### src/bsi_params.svh
`ifndef BSI_PARAMS_SVH
`define BSI_PARAMS_SVH
// instruction opcodes
`define BSI_OP_SAMPLE 4'h2
`define BSI_OP_DEVRST 4'hC
`define BSI_OP_BYPASS 4'hF
`define BSI_IR_W 4
// register map
`define BSI_MCU_CONTROL_ADDR 8'h35
`define BSI_MCU_CONTROL_RST 8'h00
`define BSI_DISABLE_BIT 7
// writable bits of the control register (bits 7, 4, 1, 0)
`define BSI_MCU_CONTROL_WMASK 8'h93
// timed sequence window in system clock cycles
`define BSI_TIMED_WIN 3'd4
// boundary chain length
`define BSI_CHAIN_W 8
`endif

### src/bsi_pkg.sv
package bsi_pkg;
   typedef enum logic [1:0] {
      BSI_SEL_BYPASS,
      BSI_SEL_CHAIN,
      BSI_SEL_RESET
   } bsi_sel_e;
endpackage

### src/bsi_pin_sync.sv
`timescale 1ns/1ps
`default_nettype none
// three-stage sync; a change counts once stages two and three agree
module bsi_pin_sync #(
   parameter int W = 1
) (
   // clock and reset
   input wire logic clk_i,
   input wire logic rst_b_i,
   // pins
   input wire logic [W-1:0] d_i,
   output logic [W-1:0] q_o
);
   logic [W-1:0] s1_r;
   logic [W-1:0] s2_r;
   logic [W-1:0] s3_r;
   genvar g;
   generate
      for (g = 0; g < W; g++) begin : g_bit
         always_ff @(posedge clk_i or negedge rst_b_i) begin
            if (!rst_b_i) begin
               s1_r[g] <= 1'b0;
               s2_r[g] <= 1'b0;
               s3_r[g] <= 1'b0;
               q_o[g] <= 1'b0;
            end else begin
               s1_r[g] <= d_i[g];
               s2_r[g] <= s1_r[g];
               s3_r[g] <= s2_r[g];
               if (s2_r[g] == s3_r[g]) begin
                  q_o[g] <= s3_r[g];
               end
            end
         end
      end
   endgenerate
endmodule
`default_nettype wire

### src/bsi_top.sv
`include "bsi_params.svh"
`timescale 1ns/1ps
`default_nettype none
// Overview of operation
// - opcode 0x2 selects boundary chain, system undisturbed
// - sample/preload capture loads pin levels
// - sample/preload shift moves chain per TCK
// - update fills latches, latches never drive pins
// - opcode 0xC selects one-bit reset register
// - reset instruction never resets TAP controller
// - system reset held while reset bit is one and port enabled
// - reset bit drives reset request unlatched
// - reset bit shifts TDI toward TDO
// - opcode 0xF selects one-stage bypass register
// - bypass capture loads zero
// - bypass cell shifts TDI, old value to TDO
// - port enabled when bit7 clear and fuse set
// - disable bit changes on two matching writes at most four cycles apart
// - instruction register is four bits wide
// - all shifting is least significant bit first
module bsi_top (
   // clock and reset
   input wire logic clk_i,
   input wire logic rst_b_i,
   // test port pins
   input wire logic tck_i,
   input wire logic tdi_i,
   output logic tdo_o,
   output logic tdo_oe_b_o,
   // tap controller state, from tap logic on tck
   input wire logic [`BSI_IR_W-1:0] instr_i,
   input wire logic capture_dr_i,
   input wire logic shift_dr_i,
   input wire logic update_dr_i,
   // fuse and pins observed by the chain
   input wire logic test_port_enable_fuse_i,
   input wire logic [`BSI_CHAIN_W-1:0] pins_i,
   // io memory access
   input wire logic [7:0] io_addr_i,
   input wire logic io_wr_i,
   input wire logic [7:0] io_wdata_i,
   output logic [7:0] io_rdata_o,
   // status out
   output logic test_port_en_o,
   output logic device_reset_req_o,
   output logic [`BSI_CHAIN_W-1:0] out_latch_o
);
   logic tck_s;
   logic tdi_s;
   logic cap_s;
   logic sft_s;
   logic upd_s;
   logic [`BSI_IR_W-1:0] ir_s;
   logic [`BSI_CHAIN_W-1:0] pin_s;
   logic tck_d_r;
   logic tck_rise;
   logic tck_fall;
   bsi_pkg::bsi_sel_e sel;
   logic [`BSI_CHAIN_W-1:0] chain_r;
   logic bypass_r;
   logic reset_bit_r;
   logic dr_out;
   logic [7:0] mcu_control_r;
   logic [2:0] win_cnt_r;
   logic pend_val_r;
   logic en;
   logic ctl_wr;
   logic [7:0] wdata_m;

   bsi_pin_sync #(
      .W(`BSI_IR_W + `BSI_CHAIN_W + 5)
   ) u_sync (
      .clk_i(clk_i),
      .rst_b_i(rst_b_i),
      .d_i({tck_i, tdi_i, capture_dr_i, shift_dr_i, update_dr_i,
            instr_i, pins_i}),
      .q_o({tck_s, tdi_s, cap_s, sft_s, upd_s, ir_s, pin_s})
   );

   always_ff @(posedge clk_i or negedge rst_b_i) begin
      if (!rst_b_i) begin
         tck_d_r <= 1'b0;
      end else begin
         tck_d_r <= tck_s;
      end
   end
   assign tck_rise = tck_s & ~tck_d_r;
   assign tck_fall = ~tck_s & tck_d_r;

   // the 4-bit opcode picks the data path
   always_comb begin
      case (ir_s)
         `BSI_OP_SAMPLE: sel = bsi_pkg::BSI_SEL_CHAIN;
         `BSI_OP_DEVRST: sel = bsi_pkg::BSI_SEL_RESET;
         `BSI_OP_BYPASS: sel = bsi_pkg::BSI_SEL_BYPASS;
         default: sel = bsi_pkg::BSI_SEL_BYPASS;
      endcase
   end

   // boundary chain; shifts toward bit 0, lsb out first
   always_ff @(posedge clk_i or negedge rst_b_i) begin
      if (!rst_b_i) begin
         chain_r <= '0;
      end else if (en && tck_rise && sel == bsi_pkg::BSI_SEL_CHAIN) begin
         if (cap_s) begin
            chain_r <= pin_s;
         end else if (sft_s) begin
            chain_r <= {tdi_s, chain_r[`BSI_CHAIN_W-1:1]};
         end
      end
   end

   // latches only; never routed to pads here
   always_ff @(posedge clk_i or negedge rst_b_i) begin
      if (!rst_b_i) begin
         out_latch_o <= '0;
      end else if (en && tck_fall && upd_s &&
                   sel == bsi_pkg::BSI_SEL_CHAIN) begin
         out_latch_o <= chain_r;
      end
   end

   always_ff @(posedge clk_i or negedge rst_b_i) begin
      if (!rst_b_i) begin
         bypass_r <= 1'b0;
      end else if (en && tck_rise && sel == bsi_pkg::BSI_SEL_BYPASS) begin
         if (cap_s) begin
            bypass_r <= 1'b0;
         end else if (sft_s) begin
            bypass_r <= tdi_s;
         end
      end
   end

   // only the reset bit; tap state lives elsewhere and is untouched
   always_ff @(posedge clk_i or negedge rst_b_i) begin
      if (!rst_b_i) begin
         reset_bit_r <= 1'b0;
      end else if (en && tck_rise && sft_s &&
                   sel == bsi_pkg::BSI_SEL_RESET) begin
         reset_bit_r <= tdi_s;
      end
   end

   // no update stage on purpose: reset tracks the bit
   always_ff @(posedge clk_i or negedge rst_b_i) begin
      if (!rst_b_i) begin
         device_reset_req_o <= 1'b0;
      end else begin
         device_reset_req_o <= en & reset_bit_r;
      end
   end

   always_comb begin
      case (sel)
         bsi_pkg::BSI_SEL_CHAIN: dr_out = chain_r[0];
         bsi_pkg::BSI_SEL_RESET: dr_out = reset_bit_r;
         default: dr_out = bypass_r;
      endcase
   end

   // tdo moves only on falling tck edges in shift; held when released
   always_ff @(posedge clk_i or negedge rst_b_i) begin
      if (!rst_b_i) begin
         tdo_o <= 1'b0;
         tdo_oe_b_o <= 1'b1;
      end else if (!en) begin
         tdo_oe_b_o <= 1'b1;
      end else if (tck_fall) begin
         tdo_oe_b_o <= ~sft_s;
         if (sft_s) begin
            tdo_o <= dr_out;
         end
      end
   end

   assign en = test_port_enable_fuse_i &
               ~mcu_control_r[`BSI_DISABLE_BIT];
   assign ctl_wr = io_wr_i && io_addr_i == `BSI_MCU_CONTROL_ADDR;
   assign wdata_m = io_wdata_i & `BSI_MCU_CONTROL_WMASK;

   // timed sequence guards the disable bit
   always_ff @(posedge clk_i or negedge rst_b_i) begin
      if (!rst_b_i) begin
         win_cnt_r <= 3'd0;
         pend_val_r <= 1'b0;
      end else if (ctl_wr && (win_cnt_r == 3'd0 ||
                   io_wdata_i[`BSI_DISABLE_BIT] != pend_val_r)) begin
         win_cnt_r <= `BSI_TIMED_WIN;
         pend_val_r <= io_wdata_i[`BSI_DISABLE_BIT];
      end else if (ctl_wr) begin
         win_cnt_r <= 3'd0;
      end else if (win_cnt_r != 3'd0) begin
         win_cnt_r <= win_cnt_r - 3'd1;
      end
   end

   always_ff @(posedge clk_i or negedge rst_b_i) begin
      if (!rst_b_i) begin
         mcu_control_r <= `BSI_MCU_CONTROL_RST;
      end else if (ctl_wr) begin
         mcu_control_r[6:0] <= wdata_m[6:0];
         if (win_cnt_r != 3'd0 &&
             io_wdata_i[`BSI_DISABLE_BIT] == pend_val_r) begin
            mcu_control_r[`BSI_DISABLE_BIT] <= pend_val_r;
         end
      end
   end

   always_ff @(posedge clk_i or negedge rst_b_i) begin
      if (!rst_b_i) begin
         io_rdata_o <= 8'h00;
         test_port_en_o <= 1'b0;
      end else begin
         io_rdata_o <= (io_addr_i == `BSI_MCU_CONTROL_ADDR) ?
                       mcu_control_r : 8'h00;
         test_port_en_o <= en;
      end
   end
endmodule
`default_nettype wire

### config.mk
export PLATFORM = sky130hd
export DESIGN_NAME = bsi_top
export DESIGN_NICKNAME = d
export VERILOG_FILES = /design/src/bsi_pkg.sv /design/src/bsi_pin_sync.sv /design/src/bsi_top.sv
export VERILOG_INCLUDE_DIRS = /design/src /design/src/src
export SDC_FILE = /design/constraint.sdc
export NUM_CORES = 1
export LEC_CHECK = 0
export ABC_AREA = 1
export CELL_PAD_IN_SITES_DETAIL_PLACEMENT = 0
export CELL_PAD_IN_SITES_GLOBAL_PLACEMENT = 1
export CORE_ASPECT_RATIO = 1.2
export CORE_UTILIZATION = 53
export CTS_CLUSTER_DIAMETER = 80
export CTS_CLUSTER_SIZE = 30
export DETAILED_ROUTE_END_ITERATION = 16
export DONT_BUFFER_PORTS = 1
export PLACE_DENSITY_LB_ADDON = 0.1
export SLEW_MARGIN = 40
export SYNTH_ARGS = -nofsm -noshare
export SYNTH_HDL_FRONTEND = slang
export SYNTH_SLANG_ARGS = --single-unit
### constraint.sdc
create_clock -name clk_i -period 2.4 [get_ports clk_i]
set_input_delay 0.48 -clock clk_i [delete_from_list [all_inputs] [get_ports clk_i]]
set_output_delay 0.48 -clock clk_i [all_outputs]
set_load 0.01 [all_outputs]
==> summary.md, run 1 <==
| Metric | Value |
|---|---|
| Critical path arrival | `1910 ps` |
| GRT Overall Usage | `0.150` |
| Grt total ovfl | `0` |
| Clk slew on worst S/H paths | `100 ps` |
| First-pass GRT wire length | `approximately 8200 µm` |
| CP max FO | `16` |
| Post-synthesis sequential area ratio | `0.707` |
| Nets@finish | `~350` |
| Pre-CTS setup slack | `approximately 700 ps` |
| Min Hold Slack | `-201 ps` |
| Fin crit period | `between 1500 and 2000 ps` |
| Initial antenna violation count | `0` |
| Maximum VDD drop | `489 µV` |
| Final setup fails | `0` |
| R2r worst-path depth | `7` |
| Setup crit start kind | `flop` |
| Layout cell share with drive strength beyond 1 | `0.121` |
| Drc violations | `0` |
| Cell-internal power | `2.44 mW` |
| Netlist Area Pre-Place | `3650 µm²` |
| Final Hold Fails | `103` |
| Post-CTS Setup Inserts | `0` |
| WL/cell | `12.0 µm` |
| Switching Fraction | `0.262` |
| YS warnings | `0` |
| P&R area growth vs syn | `7.00%` |
| # rows | `32` |
| F_max | `601 MHz` |
| Via count | `around 1900` |
| Largest net degree at the start of global routing | `104` |
| Commonest non-fill, non-tap cell in the layout | `dfrtp_1` |
| Post-cts resize count | `0` |
| Critical path endpoint category | `flop` |
| Power Density | `847 nW/µm²` |
| TritonCTS clock tree | `done` |
| PnR worst setup slack | `735 ps` |
| Die H | `92.9 µm` |
| Fin. max-slew vios | `0` |
| Clk pwr share | `0.314` |
| Initial Utilization | `0.559` |
| Unique masters post-synth | `24` |
| Fin Clk Skew | `roughly 10 ps` |
| Unrepaired setup endpoints after global routing | `no` |
| Detail Route Antenna Nets | `0` |
| Max Cap Viol | `0` |
| Routed wire length | `4790 µm` |
| Outcome | `complete, but fails checks` |
| Post-DP HPWL | `3190 µm` |
| IO buf count | `0` |
| Mean Syn Cell Area | `12.1 µm²` |
| Clock Latency Late Sink | `360 ps` |
| GP Congestion | `0.744` |
| Sw power | `865 µW` |
| Max Root-Sink Buffers | `2` |
| Most frequent cells in the layout | `dfrtp_1, nand2_1, inv_1` |
| Die width | `77.7 µm` |
| Root Buffer | `clkbuf_8` |
| CP Class | `reg -> reg` |
| Required @ worst endpoint | `2640 ps` |
| Ports | `57` |
| Vias in the first global route | `about 1800` |
| Setup TNS | `0 ps` |
| Die area | `roughly 7200 µm²` |
| Seq pwr share | `0.595` |
| TritonCTS buffer count | `9` |
| 1st-pass router iterations | `5` |
| Hold WC Path Type | `in -> async` |
| Core area | `6530 µm²` |
| P_leak | `about 1.9 nW` |
| Synth Register Bits | `103` |
| Failing checks | `hold timing` |
| Fin crit share | `0.694` |
| Iteration-0 DRC Markers | `131` |
| H-tree levels | `3` |
| Ant. Diodes | `0` |
| Gate power share | `0.091` |
| Syn Inst Count | `302` |
| Via density | `around 4.8` |
| Clk sinks | `103` |
[state kept, by name, summed over array words and instances, names as in the netlist]
| signal | flops |
|---|---|
| bypass_r | 1 |
| reset_bit_r | 1 |
| tck_d_r | 1 |
| u_sync.s3_r | 17 |
| out_latch_o | 8 |
| win_cnt_r | 3 |
| pend_val_r | 1 |
| u_sync.s1_r | 17 |
| u_sync.q_o | 17 |
| u_sync.s2_r | 17 |
| mcu_control_r | 4 |
| io_rdata_o | 4 |
| tdo_o | 1 |
| tdo_oe_b_o | 1 |
| device_reset_req_o | 1 |
| test_port_en_o | 1 |
| chain_r | 8 |
[power by group through the flow]
stage               Sequential [mW]  Combinational (mW)  Clock, mW
floorplan                      1.98               0.266          0
global placement               2.00               0.296          0
detailed placement             2.00               0.303          0
CTS                            1.97               0.308       1.07
global route                   1.99               0.361       1.13
finish                         1.96               0.302       1.04
[metal layers]
metal / share of wire / vias up / global-route usage
met1: 0.48 / 899 / 0.199
met4: 0.016 / 0 / 0.0660
met5: 0 / - / 0
met3: 0.064 / 7 / 0.0522
met2: 0.44 / 49 / 0.224
li1: - / 955 / -
[Yosys cell counts, drive strengths merged]
library cell,count,area [µm²]
nand3,7,40.0
buf,7,57.6
maj3,17,170
dfrtp,102,2550
inv,43,161
nand2,60,235
o21ai,31,196
dfstp,1,26.3
nor3,2,10.0
conb,1,3.75
nor2,20,80.1
ha,5,62.6
nand4,4,40.0
a21oi,2,10.0
[critical path, stage by stage (launching register included)]
cell and delay, ps:
dfrtp_1 410, inv_1 60, nand4_1 150, inv_1 90, ha_1 250, nand3_2 350
nand2_1 170, o21ai_2 60
[final cells by class]
type,count,area [µm²]
Clock buffer,10,138
Fill cell,570,2630
Sequential cell,103,2580
Tap cell,85,106
Multi-Input combinational cell,152,860
Inverter,43,161
Clock inverter,6,57.6
[worst paths after layout]
kind                            startpoint              end  slack (ps)
min in group clk_i              shift_dr_i  u_sync.s1_r[13]         130
min                                rst_b_i  u_sync.s2_r[10]        -200
max reg2reg                 u_sync.q_o[10]   out_latch_o[0]         730
max                         u_sync.q_o[10]   out_latch_o[0]         730
max in group asynchronous          rst_b_i       tdo_oe_b_o        2410
min reg2reg                u_sync.s1_r[15]  u_sync.s2_r[15]         360
[cell families after synthesis]
logic type,synth area share
and+or+nand+nor,0.111
AOI/OAI and AO/OA,0.0566
DFF,0.707
adders and majority gates,0.0638
buffers and inverters,0.0601
other,0.00103
[stage by stage]
step           cells  power, mW   util  cell area (µm²)
2_1_floorplan    305       2.25      -             3660
3_3_place_gp     383       2.29  0.568             3710
3_5_place_dp     383       2.31  0.568             3710
4_1_cts          399       3.35  0.598             3900
5_1_grt          399       3.48  0.598             3900
6_report         399       3.30  0.598             3900
Power figures use the tool's default switching activity.
==> inputs of run 2 (changes only) <==
Settings changed: CORE_UTILIZATION 53 to 44.
Clock period 2.4 ns to 1.5 ns, I/O delays scaled along.
==> run 2 against run 1 <==
Compared with the run above: the run still ends with hold timing left; non-clock buffer count rose by 19; sequential cell count did not move; critical endpoint is now out_latch_o[4]; worst hold slack got worse by 180 ps; critical path depth rose by 1; core utilization fell by 8.0 points.
==> summary.md, run 2 (synthesis gave the netlist of run 1 again) <==
| Metric | Value |
|---|---|
| Outcome | `complete, but fails checks` |
| Failing checks | `hold timing` |
| Hold WC Path Type | `in -> async` |
| Fin crit share | `0.938` |
| F_max | `711 MHz` |
| Ant. Diodes | `0` |
| GP Congestion | `0.708` |
| Fin Clk Skew | `~11 ps` |
| 1st-pass router iterations | `4` |
| Maximum VDD drop | `758 µV` |
| Crit path from | `u_sync.q_o[11]` |
| Die H | `~100 µm` |
| Vias in the first global route | `1915` |
| Layout cell share with drive strength beyond 1 | `0.129` |
| Grt total ovfl | `0` |
| CP max FO | `16` |
| Setup crit start kind | `flop` |
| Iteration-0 DRC Markers | `109` |
| Multi-input gate area | `roughly 900 µm²` |
| CP Class | `reg -> reg` |
| Worst R2R Start | `u_sync.q_o[11]` |
| FF+latch area | `~2600 µm²` |
| P_leak | `about 2 nW` |
| TritonCTS clock tree | `done` |
| Detail Route Antenna Nets | `0` |
| Total power | `5.55 mW` |
| Min Hold Slack | `-382 ps` |
| Required @ worst endpoint | `about 1800 ps` |
| Initial antenna violation count | `0` |
| Sw power | `1.33 mW` |
| TritonCTS buffer count | `9` |
| First-pass GRT wire length | `8830 µm` |
| Max Root-Sink Buffers | `2` |
| Max Cap Viol | `0` |
| Fin. max-slew vios | `0` |
| Hold-fix buffers, CTS | `17` |
| Post-CTS Setup Inserts | `0` |
| Ports | `57` |
| Via density | `4.64` |
| Root Buffer | `clkbuf_8` |
| # rows | `36` |
| Clock Latency Late Sink | `360 ps` |
| Clk slew on worst S/H paths | `100 ps` |
| Core area | `8060 µm²` |
| Post-DP HPWL | `around 3300 µm` |
| R2r worst-path depth | `8` |
| Final Hold Fails | `103` |
| Via count | `1991` |
| Seq pwr share | `0.567` |
| Die area | `8660 µm²` |
| Gate power share | `0.095` |
| Switching Fraction | `0.239` |
| Critical path arrival | `1670 ps` |
| Fin crit period | `around 1400 ps` |
| IO buf count | `0` |
| Die width | `85.1 µm` |
| Most frequent cells in the layout | `dfrtp_1, nand2_1, inv_1` |
| GRT Overall Usage | `0.137` |
| Commonest non-fill, non-tap cell in the layout | `dfrtp_1` |
| Initial Utilization | `0.452` |
| Nets@finish | `371` |
| Largest net degree at the start of global routing | `104` |
| H-tree levels | `3` |
| Power Density | `1330 nW/µm²` |
| Routed wire length | `5290 µm` |
| Final setup fails | `0` |
| WL/cell | `12.3 µm` |
| Unrepaired setup endpoints after global routing | `no` |
| Critical path endpoint category | `flop` |
| Worst R2R End | `out_latch_o[4]` |
| P&R area growth vs syn | `14.6%` |
| Drc violations | `0` |
| Clk pwr share | `0.338` |
| R2R setup slack | `90 ps` |
| Clk sinks | `103` |
| Cell-internal power | `4.22 mW` |
| Fill cells | `722` |
==> run 2: worst max-delay path, cell delays in order, from the launching register on <==
cell and delay [ps]:
dfrtp_1 420, inv_1 70, nand4_1 110, inv_1 130, ha_4 190, nand3_2 110, buf_12 160, nand2_1 70
o21ai_2 50
==> run 2: metal layers <==
metal | track usage | up-vias | wire, µm
li1 | - | 996 | -
met3 | 0.0334 | 9 | 242
met5 | 0 | - | 0
met1 | 0.173 | 937 | 2510
met4 | 0.0978 | 0 | 158
met2 | 0.208 | 49 | 2380
==> run 2: how the worst max path moves through the flow <==
stage	endpoint	slack, ps	cells after the start
after floorplan	out_latch_o[1]	80	8
after global placement	chain_r[5]	20	7
after detailed placement	chain_r[1]	-7	7
after CTS	out_latch_o[4]	40	8
after global routing	out_latch_o[6]	10	8
final	out_latch_o[4]	90	8
==> run 2: timing repair <==
item                       in CTS  in global routing
hold endpoints to repair      120                103
setup endpoints to repair       6                  8
pin swaps                       1                  0
resized for setup               2                  2
gates cloned                    1                  0
==> run 2: layout make-up <==
cell class	instances	share of cell area
sequential	103	0.617
multi-input combinational	153	0.215
timing repair buffer	19	0.0473
inverter	43	0.0386
clock buffer	10	0.0330
tap	95	0.0285
clock inverter	6	0.0201
==> run 2: power by group through the flow <==
stage / registers [mW] / logic [mW] / clock network (mW)
after global placement: 3.20 / 0.479 / 0
after floorplan: 3.17 / 0.425 / 0
after detailed placement: 3.21 / 0.484 / 0
final: 3.15 / 0.527 / 1.87
after global routing: 3.18 / 0.613 / 2.04
after CTS: 3.15 / 0.535 / 1.95
==> run 2: stage by stage <==
step                 util  worst slack [ps]  std cells  setup TNS [ps]  instance area, µm²
floorplan               -              83.4        305               0                3660
global placement    0.465              16.2        395               0                3750
detailed placement  0.465             -6.80        395           -13.7                3750
CTS                 0.516              42.3        429               0                4160
global route        0.518              13.2        429               0                4180
finish              0.518              93.2        429               0                4180
==> inputs of run 3 (changes only) <==
Settings changed: CELL_PAD_IN_SITES_DETAIL_PLACEMENT 0 to 1.
==> run 3 against run 2 <==
Compared with the run above: the flow still finishes with violations (hold timing); sequential share of layout area shrank 0.88 points; critical path type unchanged; largest cell class unchanged; clock-buffer cell count unchanged; register-to-register slack worse by 30 ps; highest routed layer unchanged; clock power grew 6%; core utilization increased by 0.74 points; critical endpoint is now tdo_o.
==> summary.md, run 3 (synthesis gave the netlist of run 1 again) <==
| Metric | Value |
|---|---|
| Outcome | `complete, but fails checks` |
| Failing checks | `hold timing` |
| Post-DP HPWL | `3700 µm` |
| Die area | `8660 µm²` |
| F_max | `695 MHz` |
| R2r worst-path depth | `7` |
| Finished Layout Cells | `433` |
| P&R area growth vs syn | `16.2%` |
| Iteration-0 DRC Markers | `80` |
| Via count | `2039` |
| Seq pwr share | `0.552` |
| TritonCTS clock tree | `done` |
| Clk sinks | `103` |
| Die width | `between 80 and 90 µm` |
| Fin crit period | `about 1400 ps` |
| Ant. Diodes | `0` |
| Most frequent cells in the layout | `dfrtp_1, nand2_1, inv_1` |
| WL/cell | `13.4 µm` |
| Hold WC Path Type | `in -> async` |
| Clk pwr share | `0.349` |
| Max Cap Viol | `0` |
| Switching Fraction | `0.231` |
| Initial Utilization | `0.452` |
| Initial antenna violation count | `0` |
| Layout cell share with drive strength beyond 1 | `0.151` |
| Clock Latency Late Sink | `between 300 and 400 ps` |
| H-tree levels | `3` |
| Final setup fails | `0` |
| IO buf count | `0` |
| Pre-CTS setup slack | `-46.2 ps` |
| Fin crit share | `0.960` |
| 1st-pass router iterations | `4` |
| Worst R2R End | `tdo_o` |
| Unrepaired setup endpoints after global routing | `yes` |
| Power Density | `1350 nW/µm²` |
| R2R setup slack | `60 ps` |
| Final Hold Fails | `103` |
| Placed cells | `just under 400` |
| Fin Clk Skew | `9.52 ps` |
| GRT Overall Usage | `0.147` |
| P_leak | `2.01 nW` |
| CP Class | `reg -> reg` |
| Gate power share | `0.099` |
| Detail Route Antenna Nets | `0` |
| Worst Setup EP | `tdo_o` |
| PnR worst setup slack | `60.7 ps` |
| Vias in the first global route | `2154` |
| # rows | `36` |
| Ports | `57` |
| Root Buffer | `clkbuf_8` |
| Commonest non-fill, non-tap cell in the layout | `dfrtp_1` |
| Required @ worst endpoint | `~1800 ps` |
| TritonCTS buffer count | `9` |
| Grt total ovfl | `0` |
| Clk slew on worst S/H paths | `90 ps` |
| First-pass GRT wire length | `9570 µm` |
| Setup crit start kind | `flop` |
| Max Root-Sink Buffers | `2` |
| Sw power | `1.32 mW` |
| Critical path endpoint category | `flop` |
| Hold-fix buffers, CTS | `17` |
| Critical path arrival | `between 1500 and 2000 ps` |
| Via density | `4.71` |
| Die H | `roughly 100 µm` |
| Core area | `8060 µm²` |
| Crit path from | `u_sync.q_o[8]` |
| Worst R2R Start | `u_sync.q_o[8]` |
| CP max FO | `3` |
| Nets@finish | `377` |
| Maximum VDD drop | `about 520 µV` |
| GP Congestion | `0.708` |
| Total power | `5.71 mW` |
| Largest net degree at the start of global routing | `between 100 and 150` |
| Fin. max-slew vios | `0` |
| Routed wire length | `5810 µm` |
| Cell-internal power | `4.39 mW` |
| Drc violations | `0` |
| Min Hold Slack | `-363 ps` |
## run 3: changes by cell type in the layout (fill, tap and decap cells not counted), sizes merged
cell    before  now
bufinv       2    3
nand4        5    4
clkinv       4    1
buf          2    9
## run 3: timing repair
| action | 4_1_cts | 5_1_grt |
|---|---|---|
| pin swaps | 1 | 2 |
| buffers inserted | 3 | 4 |
| hold endpoints to repair | 120 | 103 |
| endpoints found under the setup margin | 16 | 17 |
| resized for setup | 2 | 5 |
## run 3: layout make-up
type | instances | area, µm²
Clock inverter | 4 | 95.1
Inverter | 43 | 161
Tap cell | 95 | 119
Multi-Input combinational cell | 152 | 895
Fill cell | 853 | 3830
Clock buffer | 10 | 138
Timing Repair Buffer | 26 | 250
Sequential cell | 103 | 2580
## run 3: metrics by stage
stage / utilization / instance area (µm²) / TNS [ps]
after floorplan: - / 3660 / 0
after global placement: 0.465 / 3750 / 0
after detailed placement: 0.465 / 3750 / -285
after CTS: 0.519 / 4180 / 0
after global routing: 0.525 / 4240 / -106
final: 0.525 / 4240 / 0
## run 3: worst max-delay path: stages (launching register included)
cell     delay [ps]
dfrtp_1         410
inv_1            60
nand4_1         160
buf_4           200
ha_4            230
nand3_1          80
nand2_1          70
o21ai_1         150
## run 3: per-layer routing
| metal | GRT usage | routed length (µm) | vias up | share of wire |
|---|---|---|---|---|
| li1 | - | - | 994 | - |
| met1 | 0.183 | 2700 | 994 | 0.46 |
| met2 | 0.230 | 2740 | 45 | 0.47 |
| met3 | 0.0473 | 266 | 6 | 0.046 |
| met4 | 0.0795 | 97 | 0 | 0.017 |
| met5 | 0 | 0 | - | 0 |
## run 3: power by group through the flow
stage	clock (mW)	combinational, mW	sequential, mW
2_1_floorplan	0	0.425	3.17
3_3_place_gp	0	0.479	3.20
3_5_place_dp	0	0.503	3.21
4_1_cts	2.06	0.552	3.16
5_1_grt	2.16	0.666	3.19
6_report	1.99	0.568	3.15
## run 3: worst min-delay path by stage
stage / start / to / cells after the start
after CTS: rst_b_i / u_sync.s3_r[8] / 0
final: rst_b_i / u_sync.s3_r[8] / 0
after floorplan: rst_b_i / bypass_r / 0
after detailed placement: rst_b_i / u_sync.s2_r[11] / 0
after global routing: rst_b_i / u_sync.s3_r[8] / 0
after global placement: rst_b_i / u_sync.s2_r[11] / 0
